==> config.mk <==
export PLATFORM = sky130hd
export DESIGN_NAME = pbk_top
export DESIGN_NICKNAME = d
export VERILOG_FILES = /design/src/pbk_pkg.sv /design/src/pbk_blank_if.sv /design/src/pbk_blank_timer.sv /design/src/pbk_top.sv
export SDC_FILE = /design/constraint.sdc
export NUM_CORES = 1
export LEC_CHECK = 0
export ABC_AREA = 1
export BUFFER_PORTS_ARGS = -buffer_cell sky130_fd_sc_hd__buf_4
export CORE_MARGIN = 8
export CORE_UTILIZATION = 40
export CTS_CLUSTER_DIAMETER = 150
export CTS_CLUSTER_SIZE = 20
export DETAILED_ROUTE_END_ITERATION = 8
export GPL_TIMING_DRIVEN = 0
export PLACE_DENSITY = 0.62
export SLEW_MARGIN = 25
export SYNTH_ARGS = -nofsm -noshare
export SYNTH_HDL_FRONTEND = slang
export SYNTH_SLANG_ARGS = --single-unit
export TNS_END_PERCENT = 100
==> constraint.sdc <==
create_clock -name clk_i -period 5.2 [get_ports clk_i]
set_clock_uncertainty 0.2 [all_clocks]
set_input_delay 1.04 -clock clk_i [delete_from_list [all_inputs] [get_ports clk_i]]
set_output_delay 1.04 -clock clk_i [all_outputs]
set_load 0.1 [all_outputs]
==> src/pbk_pkg.sv <==
// package: register map, field positions and reset values of the polarity/blanking stage
// How it works
// [RULE1] input polarity bit set means pin active-low
// [RULE2] output polarity bits five..zero invert their outputs
// [RULE3] second instance keeps only outputs A and B
// [RULE4] falling blank mode: 00 none, 01 immediate
// [RULE5] rising blank mode: 00 none, 01 immediate
// [RULE6] rising blank masks selected sources during interval
// [RULE7] falling blank masks selected sources during interval
// [RULE8] unused register bits read zero, ignore writes; the unused phase select bit 0 is stored and reads back
// [RULE9] all implemented bits clear on any reset
// [RULE10] blank starts at output edge, lasts programmed cycles
// [RULE11] input polarity before blanking, output polarity last
package pbk_pkg;
	localparam int unsigned ADDR_W = 4;
	localparam logic [ADDR_W-1:0] OFS_POL = 4'h0;
	localparam logic [ADDR_W-1:0] OFS_BLNK = 4'h1;
	localparam logic [ADDR_W-1:0] OFS_REBS = 4'h2;
	localparam logic [ADDR_W-1:0] OFS_FEBS = 4'h3;
	localparam logic [ADDR_W-1:0] OFS_PHS = 4'h4;
	localparam logic [ADDR_W-1:0] OFS_RBTIME = 4'h5;
	localparam logic [ADDR_W-1:0] OFS_FBTIME = 4'h6;
	localparam logic [ADDR_W-1:0] OFS_STATUS = 4'h7;
	localparam int unsigned NUM_OUT = 6;
	localparam int unsigned POL_IN_BIT = 6;
	localparam logic [7:0] POL_MASK_FULL = 8'h7f;
	localparam logic [7:0] POL_MASK_LITE = 8'h43;
	localparam logic [7:0] BLNK_MASK = 8'h33;
	localparam int unsigned FEBM_LSB = 4;
	localparam int unsigned REBM_LSB = 0;
	localparam logic [7:0] SRC_MASK = 8'h8e;
	localparam logic [7:0] PHS_MASK = 8'h8f;
	localparam int unsigned SRC_PIN_BIT = 7;
	localparam logic [1:0] BM_NONE = 2'h0;
	localparam logic [1:0] BM_IMMEDIATE = 2'h1;
	localparam logic [7:0] REG_RESET = 8'h00;
	localparam logic [7:0] BTIME_RESET = 8'h00;
	typedef enum logic {PBK_IDLE, PBK_BLANK} pbk_blank_e;
endpackage

==> src/pbk_blank_if.sv <==
// interface: one blanking timer's control and state
`timescale 1ns/1ps
`default_nettype none
interface pbk_blank_if;
	logic [1:0] mode;
	logic [7:0] length;
	logic edge_seen;
	logic active;
	modport owner (output mode, output length, output edge_seen, input active);
	modport timer (input mode, input length, input edge_seen, output active);
endinterface
`default_nettype wire

==> src/pbk_blank_timer.sv <==
// module: one blanking interval timer
`timescale 1ns/1ps
`default_nettype none
module pbk_blank_timer
	import pbk_pkg::*;
(
	// clock and reset
	input wire logic clk_i,
	input wire logic rst_i,
	// control from the owner
	pbk_blank_if.timer bl
);
	pbk_blank_e state_r;
	logic [7:0] cnt_r;

	// interval opens at the output edge and counts module clocks
	always_ff @(posedge clk_i) begin
		if (rst_i) begin
			state_r <= PBK_IDLE;
			cnt_r <= 8'h00;
		end else begin
			case (state_r)
				PBK_IDLE: begin
					// reserved modes behave as no blanking
					if (bl.edge_seen && bl.mode == BM_IMMEDIATE && bl.length != 8'h00) begin // see [RULE10]
						state_r <= PBK_BLANK;
						cnt_r <= bl.length - 8'h01;
					end
				end
				PBK_BLANK: begin
					// a fresh edge restarts the interval
					// a zero length must not wrap the count into a long interval
					if (bl.edge_seen && bl.mode == BM_IMMEDIATE && bl.length != 8'h00) begin
						cnt_r <= bl.length - 8'h01;
					end else if (cnt_r == 8'h00 || bl.mode != BM_IMMEDIATE) begin
						state_r <= PBK_IDLE; // see [RULE10]
					end else begin
						cnt_r <= cnt_r - 8'h01;
					end
				end
				default: state_r <= PBK_IDLE;
			endcase
		end
	end

	assign bl.active = (state_r == PBK_BLANK);
endmodule
`default_nettype wire

==> src/pbk_top.sv <==
// module: polarity and edge-blanking stage with wishbone registers
//
// Register access over Wishbone and the placing of the registers are this design's own decisions.
`timescale 1ns/1ps
`default_nettype none
module pbk_top
	import pbk_pkg::*;
#(
	parameter bit SECOND_INSTANCE = 1'b0
)
(
	// clock and reset
	input wire logic clk_i,
	input wire logic rst_i,
	// wishbone classic slave
	input wire logic wb_cyc_i,
	input wire logic wb_stb_i,
	input wire logic wb_we_i,
	input wire logic [ADDR_W+1:0] wb_adr_i,
	input wire logic [3:0] wb_sel_i,
	input wire logic [31:0] wb_dat_i,
	output logic [31:0] wb_dat_o,
	output logic wb_ack_o,
	output logic wb_err_o,
	// external sources
	input wire logic modulation_input_pin_i,
	input wire logic [3:1] cmp_i,
	// internal waveform, active-high
	input wire logic [NUM_OUT-1:0] pwm_raw_i,
	// conditioned sources and events
	output logic pin_active_o,
	output logic [3:1] cmp_gated_o,
	output logic pin_gated_o,
	output logic rise_event_o,
	output logic blank_rise_o,
	output logic blank_fall_o,
	// output pins
	output logic [NUM_OUT-1:0] pwm_o
);
	// effective writable masks: the lite instance has only outputs A and B
	localparam logic [7:0] POL_MASK = SECOND_INSTANCE ? POL_MASK_LITE : POL_MASK_FULL;

	logic [7:0] polarity_control_r;
	logic [7:0] blanking_mode_control_r;
	logic [7:0] rising_blank_source_select_r;
	logic [7:0] falling_blank_source_select_r;
	logic [7:0] phase_event_source_select_r;
	logic [7:0] rise_len_r;
	logic [7:0] fall_len_r;
	logic [2:0] pin_sync_r;
	logic [2:0] cmp_sync_r [3:1];
	logic pin_stable_r;
	logic [3:1] cmp_stable_r;
	logic [NUM_OUT-1:0] raw_d_r;
	logic pin_g_d_r;
	logic [3:1] cmp_g_d_r;
	logic [NUM_OUT-1:0] pwm_r;
	logic rise_evt_r;
	logic ack_r;
	logic err_r;
	logic [31:0] rdata_r;
	logic req;
	logic wr_en;
	logic [ADDR_W-1:0] idx;
	logic hit;
	logic [7:0] wbyte;
	logic [7:0] rd_val;
	logic pin_pol;
	logic [3:0] src_mask;
	logic [3:0] src_in;
	logic [3:0] src_gated;
	logic any_rise;
	logic any_fall;

	pbk_blank_if rise_bl ();
	pbk_blank_if fall_bl ();

	// bus request decode; ack is withheld the cycle after an answer
	assign req = wb_cyc_i && wb_stb_i && !ack_r && !err_r;
	assign idx = wb_adr_i[ADDR_W+1:2];
	assign wbyte = wb_dat_i[7:0];
	assign wr_en = req && wb_we_i && hit && wb_sel_i[0];

	// address decode
	always_comb begin
		hit = 1'b1;
		rd_val = 8'h00;
		if (idx == OFS_POL) begin
			rd_val = polarity_control_r;
		end else if (idx == OFS_BLNK) begin
			rd_val = blanking_mode_control_r;
		end else if (idx == OFS_REBS) begin
			rd_val = rising_blank_source_select_r;
		end else if (idx == OFS_FEBS) begin
			rd_val = falling_blank_source_select_r;
		end else if (idx == OFS_PHS) begin
			rd_val = phase_event_source_select_r;
		end else if (idx == OFS_RBTIME) begin
			rd_val = rise_len_r;
		end else if (idx == OFS_FBTIME) begin
			rd_val = fall_len_r;
		end else if (idx == OFS_STATUS) begin
			rd_val = {5'h00, pin_stable_r, rise_bl.active, fall_bl.active};
		end else begin
			hit = 1'b0;
		end
	end

	// bus answer: one cycle after the request, unmapped gives err
	always_ff @(posedge clk_i) begin
		if (rst_i) begin
			ack_r <= 1'b0;
			err_r <= 1'b0;
			rdata_r <= 32'h0000_0000;
		end else begin
			ack_r <= req && hit;
			err_r <= req && !hit;
			if (req && hit && !wb_we_i) begin
				rdata_r <= {24'h00_0000, rd_val};
			end
		end
	end

	assign wb_ack_o = ack_r;
	assign wb_err_o = err_r;
	assign wb_dat_o = rdata_r;

	// configuration registers; masks keep unused bits at zero, except phase select bit 0, which PHS_MASK keeps writable
	always_ff @(posedge clk_i) begin
		if (rst_i) begin
			polarity_control_r <= REG_RESET; // see [RULE9]
			blanking_mode_control_r <= REG_RESET; // see [RULE9]
			rising_blank_source_select_r <= REG_RESET; // see [RULE9]
			falling_blank_source_select_r <= REG_RESET; // see [RULE9]
			phase_event_source_select_r <= REG_RESET; // see [RULE9]
			rise_len_r <= BTIME_RESET;
			fall_len_r <= BTIME_RESET;
		end else if (wr_en) begin
			if (idx == OFS_POL) begin
				polarity_control_r <= wbyte & POL_MASK; // see [RULE8] see [RULE3]
			end else if (idx == OFS_BLNK) begin
				blanking_mode_control_r <= wbyte & BLNK_MASK; // see [RULE8]
			end else if (idx == OFS_REBS) begin
				rising_blank_source_select_r <= wbyte & SRC_MASK; // see [RULE8]
			end else if (idx == OFS_FEBS) begin
				falling_blank_source_select_r <= wbyte & SRC_MASK; // see [RULE8]
			end else if (idx == OFS_PHS) begin
				phase_event_source_select_r <= wbyte & PHS_MASK;
			end else if (idx == OFS_RBTIME) begin
				rise_len_r <= wbyte;
			end else if (idx == OFS_FBTIME) begin
				fall_len_r <= wbyte;
			end
		end
	end

	// pin and comparators are asynchronous: three stages, change once last two agree
	always_ff @(posedge clk_i) begin
		if (rst_i) begin
			pin_sync_r <= 3'h0;
			pin_stable_r <= 1'b0;
		end else begin
			pin_sync_r <= {pin_sync_r[1:0], modulation_input_pin_i};
			if (pin_sync_r[1] == pin_sync_r[2]) begin
				pin_stable_r <= pin_sync_r[2];
			end
		end
	end

	genvar c;
	generate
		for (c = 1; c <= 3; c++) begin : g_cmp
			// one synchroniser per comparator
			always_ff @(posedge clk_i) begin
				if (rst_i) begin
					cmp_sync_r[c] <= 3'h0;
					cmp_stable_r[c] <= 1'b0;
				end else begin
					cmp_sync_r[c] <= {cmp_sync_r[c][1:0], cmp_i[c]};
					if (cmp_sync_r[c][1] == cmp_sync_r[c][2]) begin
						cmp_stable_r[c] <= cmp_sync_r[c][2];
					end
				end
			end
		end
	endgenerate

	// input polarity applied before blanking, so masks see the true level
	assign pin_pol = polarity_control_r[POL_IN_BIT] ? ~pin_stable_r : pin_stable_r; // see [RULE1] see [RULE11]
	assign src_in = {pin_pol, cmp_stable_r};

	// blanking masks: bit 3 is the pin, bits 2..0 comparators 3..1
	always_comb begin
		src_mask = 4'h0;
		if (rise_bl.active) begin // see [RULE6]
			src_mask = src_mask | {rising_blank_source_select_r[SRC_PIN_BIT],
				rising_blank_source_select_r[3:1]};
		end
		if (fall_bl.active) begin // see [RULE7]
			src_mask = src_mask | {falling_blank_source_select_r[SRC_PIN_BIT],
				falling_blank_source_select_r[3:1]};
		end
	end

	assign src_gated = src_in & ~src_mask;
	assign pin_active_o = pin_pol;
	assign pin_gated_o = src_gated[3];
	assign cmp_gated_o = src_gated[2:0];

	// phase sources: a gated source selected in phase_event_source_select_r going true raises a rising event
	always_ff @(posedge clk_i) begin
		if (rst_i) begin
			pin_g_d_r <= 1'b0;
			cmp_g_d_r <= 3'h0;
			rise_evt_r <= 1'b0;
		end else begin
			pin_g_d_r <= src_gated[3];
			cmp_g_d_r <= src_gated[2:0];
			rise_evt_r <= (phase_event_source_select_r[SRC_PIN_BIT] && src_gated[3] && !pin_g_d_r)
				|| (|(phase_event_source_select_r[3:1] & src_gated[2:0] & ~cmp_g_d_r));
		end
	end

	assign rise_event_o = rise_evt_r;

	// waveform edges are seen on the internal active-high signal, not the pin
	always_ff @(posedge clk_i) begin
		if (rst_i) begin
			raw_d_r <= '0;
		end else begin
			raw_d_r <= pwm_raw_i;
		end
	end

	assign any_rise = |(pwm_raw_i & ~raw_d_r);
	assign any_fall = |(~pwm_raw_i & raw_d_r);

	// blanking timers driven by the mode fields
	assign rise_bl.mode = blanking_mode_control_r[REBM_LSB +: 2]; // see [RULE5]
	assign rise_bl.length = rise_len_r;
	assign rise_bl.edge_seen = any_rise; // see [RULE10]
	assign fall_bl.mode = blanking_mode_control_r[FEBM_LSB +: 2]; // see [RULE4]
	assign fall_bl.length = fall_len_r;
	assign fall_bl.edge_seen = any_fall; // see [RULE10]

	pbk_blank_timer u_rise_timer (
		.clk_i(clk_i),
		.rst_i(rst_i),
		.bl(rise_bl.timer)
	);

	pbk_blank_timer u_fall_timer (
		.clk_i(clk_i),
		.rst_i(rst_i),
		.bl(fall_bl.timer)
	);

	assign blank_rise_o = rise_bl.active;
	assign blank_fall_o = fall_bl.active;

	// output polarity last, so it never shifts internal event timing
	genvar o;
	generate
		for (o = 0; o < NUM_OUT; o++) begin : g_out
			always_ff @(posedge clk_i) begin
				if (rst_i) begin
					pwm_r[o] <= 1'b0;
				end else if (POL_MASK[o]) begin
					pwm_r[o] <= pwm_raw_i[o] ^ polarity_control_r[o]; // see [RULE2] see [RULE11]
				end else begin
					pwm_r[o] <= 1'b0; // absent outputs on the lite instance, see [RULE3]
				end
			end
		end
	endgenerate

	assign pwm_o = pwm_r;
endmodule
`default_nettype wire

After elaboration in Yosys (flattened, before gate mapping)
Memory sizes are Yosys's and may differ from the RTL's. Index checks and enable logic that the tools add are counted.

Memories kept: 1. Output and inout port bits: 48. Register bits after elaboration: 92. Memory bits (writable): 9.

Equality and inequality tests: 19. Multiplexer cells: 41. Bitwise logic cells: 28. Reductions and logical operators: 40. Add/subtract/negate cells: 4.

Memories: cmp_sync_r (words 3, bits a word 3, read ports 3, clocked after memory_dff 0, write ports 3, RTL line pbk_top.sv:51) `logic [2:0] cmp_sync_r [3:1];`.

Operators with widths (count): $mux 8 (13); $pmux 8 s2 (2); $sub 8x1->8 const B (4); $mux 1 (18); $eq 4x3->1 const B (4); $logic_not 8->1 (2); $reduce_bool 8->1 (2); $logic_and 1x1->1 (15); $and 6x6->6 (2); $mux 3 (4); $not 6->6 (2); $reduce_or 6->1 (2); $not 1->1 (9); $eq 4x2->1 const B (2); $mux 4 (2); $ne 2x1->1 const B (4); $reduce_and 8->1 (1); $reduce_and 7->1 (1); $and 3x3->3 (2); $ne 3x3->1 const B (2); $reduce_and 2->1 (3); $reduce_and 6->1 (1); $xor 1x1->1 (6); $logic_not 1->1 (5); other kinds (15) (24).

Longest topological paths before layout
Depth after elaboration: 12. Gate-level depth with buffers: 12. Gate-level depth less buffers: 11.

By module
From an unflattened synthesis, not the netlist that was laid out.

Cell total of the unflattened synthesis: 728. Area total of the unflattened synthesis: 5071.1 um^2.

Modules (own cells, without submodules): pbk_top (instances 1, cells each 458, area an instance 3452.1 um^2); pbk_blank_timer (instances 2, cells each 135, area an instance 809.5 um^2).

Worst setup path before layout
Ideal clock, no wire load.

Path kind: reg-to-output. From: register u_rise_timer.state_r (netlist: u_rise_timer.bl.active). To: output port pin_gated_o. Arrival time: 2.206 ns. Path slack: 1.754 ns. Data required time: 3.960 ns. Stages on the path, launching flop included: 4. Path through: dfxtp_1 > inv_1 > o22ai_1 > nor2_1.

Cells in the longest elaborated chain, start to end: 5.

Ends and longest elaborated chain: start: declaration (RTL line pbk_blank_timer.sv:13) `pbk_blank_e state_r;`; start signal: assignment (RTL line pbk_blank_timer.sv:19) `state_r <= PBK_IDLE;`; start signal: assignment (RTL line pbk_blank_timer.sv:26) `state_r <= PBK_BLANK;`; start signal: assignment (RTL line pbk_blank_timer.sv:36) `state_r <= PBK_IDLE;`; $mux 4 * (RTL line pbk_top.sv:195) `if (rise_bl.active) begin`; $or 4x4->4 (RTL line pbk_top.sv:200) `src_mask = src_mask | {falling_blank_source_select_r[SRC_PIN_BIT],`; $mux 4 * (RTL line pbk_top.sv:199) `if (fall_bl.active) begin`; $not 4->4 * (RTL line pbk_top.sv:205) `assign src_gated = src_in & ~src_mask;`; $and 4x4->4 * (RTL line pbk_top.sv:205); end: declaration (RTL line pbk_top.sv:33) `output logic pin_gated_o,`.

Mark *: on every way between the ends. The rest lies on a longest branch, timed or not.

Worst setup path in the final report
From: register u_fall_timer.state_r (netlist: u_fall_timer.bl.active). To: output port cmp_gated_o[3] in the netlist's numbering.

Cells in the longest elaborated chain, start to end: 3.

Ends and longest elaborated chain: start: declaration (RTL line pbk_blank_timer.sv:13); start signal: assignment (RTL line pbk_blank_timer.sv:19); start signal: assignment (RTL line pbk_blank_timer.sv:26); start signal: assignment (RTL line pbk_blank_timer.sv:36); $mux 4 (RTL line pbk_top.sv:199); $not 4->4 (RTL line pbk_top.sv:205); $and 4x4->4 (RTL line pbk_top.sv:205); end: declaration (RTL line pbk_top.sv:32) `output logic [3:1] cmp_gated_o,`.

No other way between the ends.

==> results.txt <==
The run finished with clean final reports. Data on the critical path is required at its endpoint by 3.96 ns. The fraction of layout cells with a size suffix above 1 came out at 17.48%. The buffering stage count on the worst path with inverters included came out at 3. The fraction of post-synthesis cell area in the top cell type by area came out at 39.87%. The worst hold path begins at cmp_sync_r[0][9]. For the pin with the worst max-slew slack, the measured transition is 0.6066 ns. The number of antenna violations at the first check in global routing is 0. The TritonCTS clock tree is yes. Once layout is complete, the cells apart from fillers number 973. Synthesis instantiated 36 different standard cells from the library. The antenna diode count came out at 0. The category of the most critical setup path is flip-flop to output pin. The worst pin sits at a relative slew slack of 59.56%. The die height came out at 128.6 um. The critical path arrival is 1.67 ns. The source-to-sink clock delay at the later pin of the worst-skew pair came out at 0.36 ns. Row generation in the floorplan step produced 41 rows. The total length of routed wires came out at 13860 um. The final-report setup violation count is 0. Yosys printed 0 warnings. For this design the static power due to leakage is 0.002747 uW. In this run the clock root is driven by a sky130_fd_sc_hd__clkbuf_16. The average wire per cell in the routed design is 14.25 um. Grouping stages by cell kind, the critical path spends the most delay in buffers and inverters. The first global-routing pass estimated 22560 um of wire.

The number of buffers created by CTS came out at 9. The worst-path maximum fanout came out at 10. The destination of the worst hold path is cmp_sync_r[0][10].

The combined area of all synthesized cells is 5071 sq um. The count of endpoints failing hold in the final timing report is 0. Net switching is 28.91% of the power. The depth of the worst hold-timing path came out at 2. In the layout the commonest cells are 105 x sky130_fd_sc_hd__nand2_1, 101 x sky130_fd_sc_hd__dfxtp_1, 97 x sky130_fd_sc_hd__inv_1. For flop-to-flop paths, the worst setup slack is 3.29 ns. Yosys attributes the largest share of cell area to sky130_fd_sc_hd__dfxtp_1 40%, sky130_fd_sc_hd__nand2_1 7.8%, sky130_fd_sc_hd__inv_1 7.2%, sky130_fd_sc_hd__nor2_1 7.0%, sky130_fd_sc_hd__o21ai_0 5.9%.

The number of top-level design ports came out at 105. The endpoint identified for the worst register-to-register timing path is u_rise_timer.cnt_r[3]. In this run the standard cell core region covers 12520 sq um. In the final timing run, aggregate negative setup slack is 0 ns. Once routing completed, OpenROAD measured the worst setup slack at 2.286 ns.

The maximum vdd ir drop is 0.3156 mV. The clock network burns 41.2% of the power. In this run the critical register-to-register path is launched from rise_bl.length[0]. Among all flip-flop cells after synthesis, the most frequent one is sky130_fd_sc_hd__dfxtp_1.

The critical path goes through buf_2, nand2_1, nand3_1, inv_1, buf_4. The number of enable flip-flop cells after synthesis came out at 0. The placed wire-length estimate is 10710 um.

The library cell occupying the most area in the post-synthesis netlist is sky130_fd_sc_hd__dfxtp_1. The worst hold path belongs to the class flip-flop to flip-flop. The detail-routed via count per cell came out at 4.748. The post-synthesis register bit count is 101. The share of flip-flops with an asynchronous set or reset after synthesis is 0%. The peak per-stage delay on the critical path came out at 0.43 ns. For this run, the total global-route usage over all layers was measured as 17.41%. The highest-delay cell along the critical path is sky130_fd_sc_hd__dfxtp_1. The number of setup buffers added after CTS is 0. The worst setup path is captured at an output pin. The cell count after synthesis came out at 712. The total number of nets in the final design is 861. The last weighted congestion value of the routability-driven placer is 0.9117. Entering global routing, the biggest net connects 18 pins. The full die area came out at 16540 sq um. At the placement stage, the worst setup path has a slack of 2.640 ns. The time the final worst path needs with I/O delays and setup is 2.914 ns. The share of the yosys chip area belonging to registers is 39.87%. The number of sinks handled by clock tree synthesis came out at 101.

In this run the remaining antenna-violating nets after routing total 0. The final-report max-slew violation count is 0. After clock tree synthesis, the clock-pin slew on the worst setup and hold paths is 0.07 ns.

The highest clock rate came out at 343.1 MHz. The power density of the placed cells is 285.2 nW/um^2. The total number of vias is 4620. The clock passes through at most 2 buffers. The area growth from synthesis to layout is 19.44%. In this run the tool buffered the top-level ports with 50 buffer cells. The number of levels in the clock H-tree is 3. The number of global-route vias before repair came to 4392. The width of the die came out at 128.6 um. The post-CTS resize count is 0. The switching power of the nets is 499.4 uW. Before antenna repair, the detailed router went through 6 iterations.

The initial standard-cell utilization of the core came out at 40.51%. The count of hold-fix buffers inserted at cts came out at 0. The final cycle utilization of the critical path is 56.05%.

The DRC violation count after routing is 0. The mean area per synthesized cell came out at 7.122 sq um. The kind of start point of the critical path is a flip-flop. The most common library cell in the layout ignoring fill and taps is sky130_fd_sc_hd__nand2_1. Sequential cells burn 45.7% of the power. The internal power of the cells is 1228 uW. The number of violations reported at the end of detailed-routing iteration 0 is 315. The path depth of the worst reg2reg path came out at 11. The count of placed standard cells including taps came out at 957. The count of maximum capacitance violations came out at 0. The proportion of power drawn by combinational gates came out at 13.1%. Setup repair after global routing left no endpoint under its margin. The total congestion overflow came out at 0.
## routing by layer
layer / routed length [um] / up-vias / global-route usage, %
li1: - / 2390 / -
met1: 6091 / 2101 / 21.16
met2: 6658 / 112 / 29.16
met3: 820 / 17 / 4.303
met4: 293 / 0 / 6.565
met5: 0 / - / 0
## kinds of logic (layout without fill, tap and decap cells)
family / after synthesis / after routing / share of synthesized area, %
simple gates: 291 / 291 / 25.98
compound gates: 148 / 148 / 15.59
buf+inv: 145 / 211 / 13.40
flops: 101 / 101 / 39.87
xor+xnor: 18 / 18 / 3.109
fa+ha+maj: 8 / 8 / 1.974
other cells: 1 / 24 / 0.07395
## power by group through the flow
stage	sequential [uW]	clock [uW]	combinational, uW
3_5_place_dp	808	0	225
4_1_cts	790	724	226
3_3_place_gp	807	0	223
5_1_grt	791	757	240
6_report	790	712	226
2_1_floorplan	840	0	141
## metrics by stage
| step | hold WS, ns | util (%) | power [uW] | instance area, sq um |
|---|---|---|---|---|
| after detailed placement | 0.1948 | 45.92 | 1033 | 5748 |
| after global routing | 0.2293 | 48.39 | 1788 | 6057 |
| after floorplan | 0.1883 | - | 980.7 | 5157 |
| final | 0.2019 | 48.39 | 1727 | 6057 |
| after global placement | 0.1905 | 45.92 | 1031 | 5748 |
| after CTS | 0.2036 | 48.39 | 1740 | 6057 |
## final cells by class
cell class / instances / area, sq um
Sequential cell: 101 / 2022
Multi-Input combinational cell: 489 / 2456
Timing Repair Buffer: 50 / 375.4
Buffer: 41 / 286.5
Clock inverter: 5 / 66.31
Fill cell: 1311 / 6460
Inverter: 104 / 392.9
Tap cell: 172 / 215.2
Clock buffer: 11 / 242.7
## worst reg2reg max path, delay by kind of cell (launching register included)
family | cells | cell delay, ns
buffers and inverters | 2 | 0.26
AND/OR/NAND/NOR | 7 | 0.60
AO/OA/AOI/OAI | 1 | 0.14
adder cells (fa/ha/maj) | 1 | 0.21
flip-flops | 1 | 0.40
## synth_stat cells (3+ instances only)
library cell	number
sky130_fd_sc_hd__a21oi_1	56
sky130_fd_sc_hd__a31oi_1	3
sky130_fd_sc_hd__buf_2	4
sky130_fd_sc_hd__buf_4	24
sky130_fd_sc_hd__buf_6	5
sky130_fd_sc_hd__clkbuf_1	8
sky130_fd_sc_hd__dfxtp_1	101
sky130_fd_sc_hd__ha_1	8
sky130_fd_sc_hd__inv_1	97
sky130_fd_sc_hd__inv_2	6
sky130_fd_sc_hd__nand2_1	105
sky130_fd_sc_hd__nand2_2	6
sky130_fd_sc_hd__nand2_4	4
sky130_fd_sc_hd__nand3_1	50
sky130_fd_sc_hd__nand4_1	4
sky130_fd_sc_hd__nor2_1	95
sky130_fd_sc_hd__nor2_2	12
sky130_fd_sc_hd__nor2_4	6
sky130_fd_sc_hd__nor3_1	5
sky130_fd_sc_hd__o211ai_1	4
sky130_fd_sc_hd__o21ai_0	60
sky130_fd_sc_hd__o21ai_1	15
sky130_fd_sc_hd__o21ai_2	3
sky130_fd_sc_hd__o22ai_1	3
sky130_fd_sc_hd__xnor2_1	7
sky130_fd_sc_hd__xor2_1	11
## sequential cells by signal, indices dropped and copies added, names as in the netlist
| name | count |
|---|---|
| cmp_sync_r | 9 |
| fall_bl.length | 8 |
| rise_bl.length | 8 |
| u_fall_timer.cnt_r | 8 |
| u_rise_timer.cnt_r | 8 |
| wb_dat_o | 8 |
| polarity_control_r | 7 |
| pwm_o | 6 |
| raw_d_r | 6 |
| phase_event_source_select_r | 5 |
| blanking_mode_control_r | 4 |
| falling_blank_source_select_r | 4 |
| rising_blank_source_select_r | 4 |
| cmp_g_d_r | 3 |
| cmp_stable_r | 3 |
| pin_sync_r | 3 |
| pin_g_d_r | 1 |
| pin_stable_r | 1 |
| rise_event_o | 1 |
| u_fall_timer.bl.active | 1 |
| u_rise_timer.bl.active | 1 |
| wb_ack_o | 1 |
| wb_err_o | 1 |
## how the worst max path moves through the flow
stage	startpoint	endpoint	slack (ns)	depth (start not counted)
after global placement	u_fall_timer.bl.active	cmp_gated_o[3]	2.67	5
after detailed placement	pwm_raw_i[0]	u_rise_timer.cnt_r[0]	2.64	10
after floorplan	u_rise_timer.bl.active	pin_gated_o	1.75	3
final	u_fall_timer.bl.active	cmp_gated_o[3]	2.29	5
after global routing	u_fall_timer.bl.active	cmp_gated_o[3]	2.21	5
after CTS	u_fall_timer.bl.active	cmp_gated_o[3]	2.30	5
No activity file was read; power rests on OpenSTA's default activity.
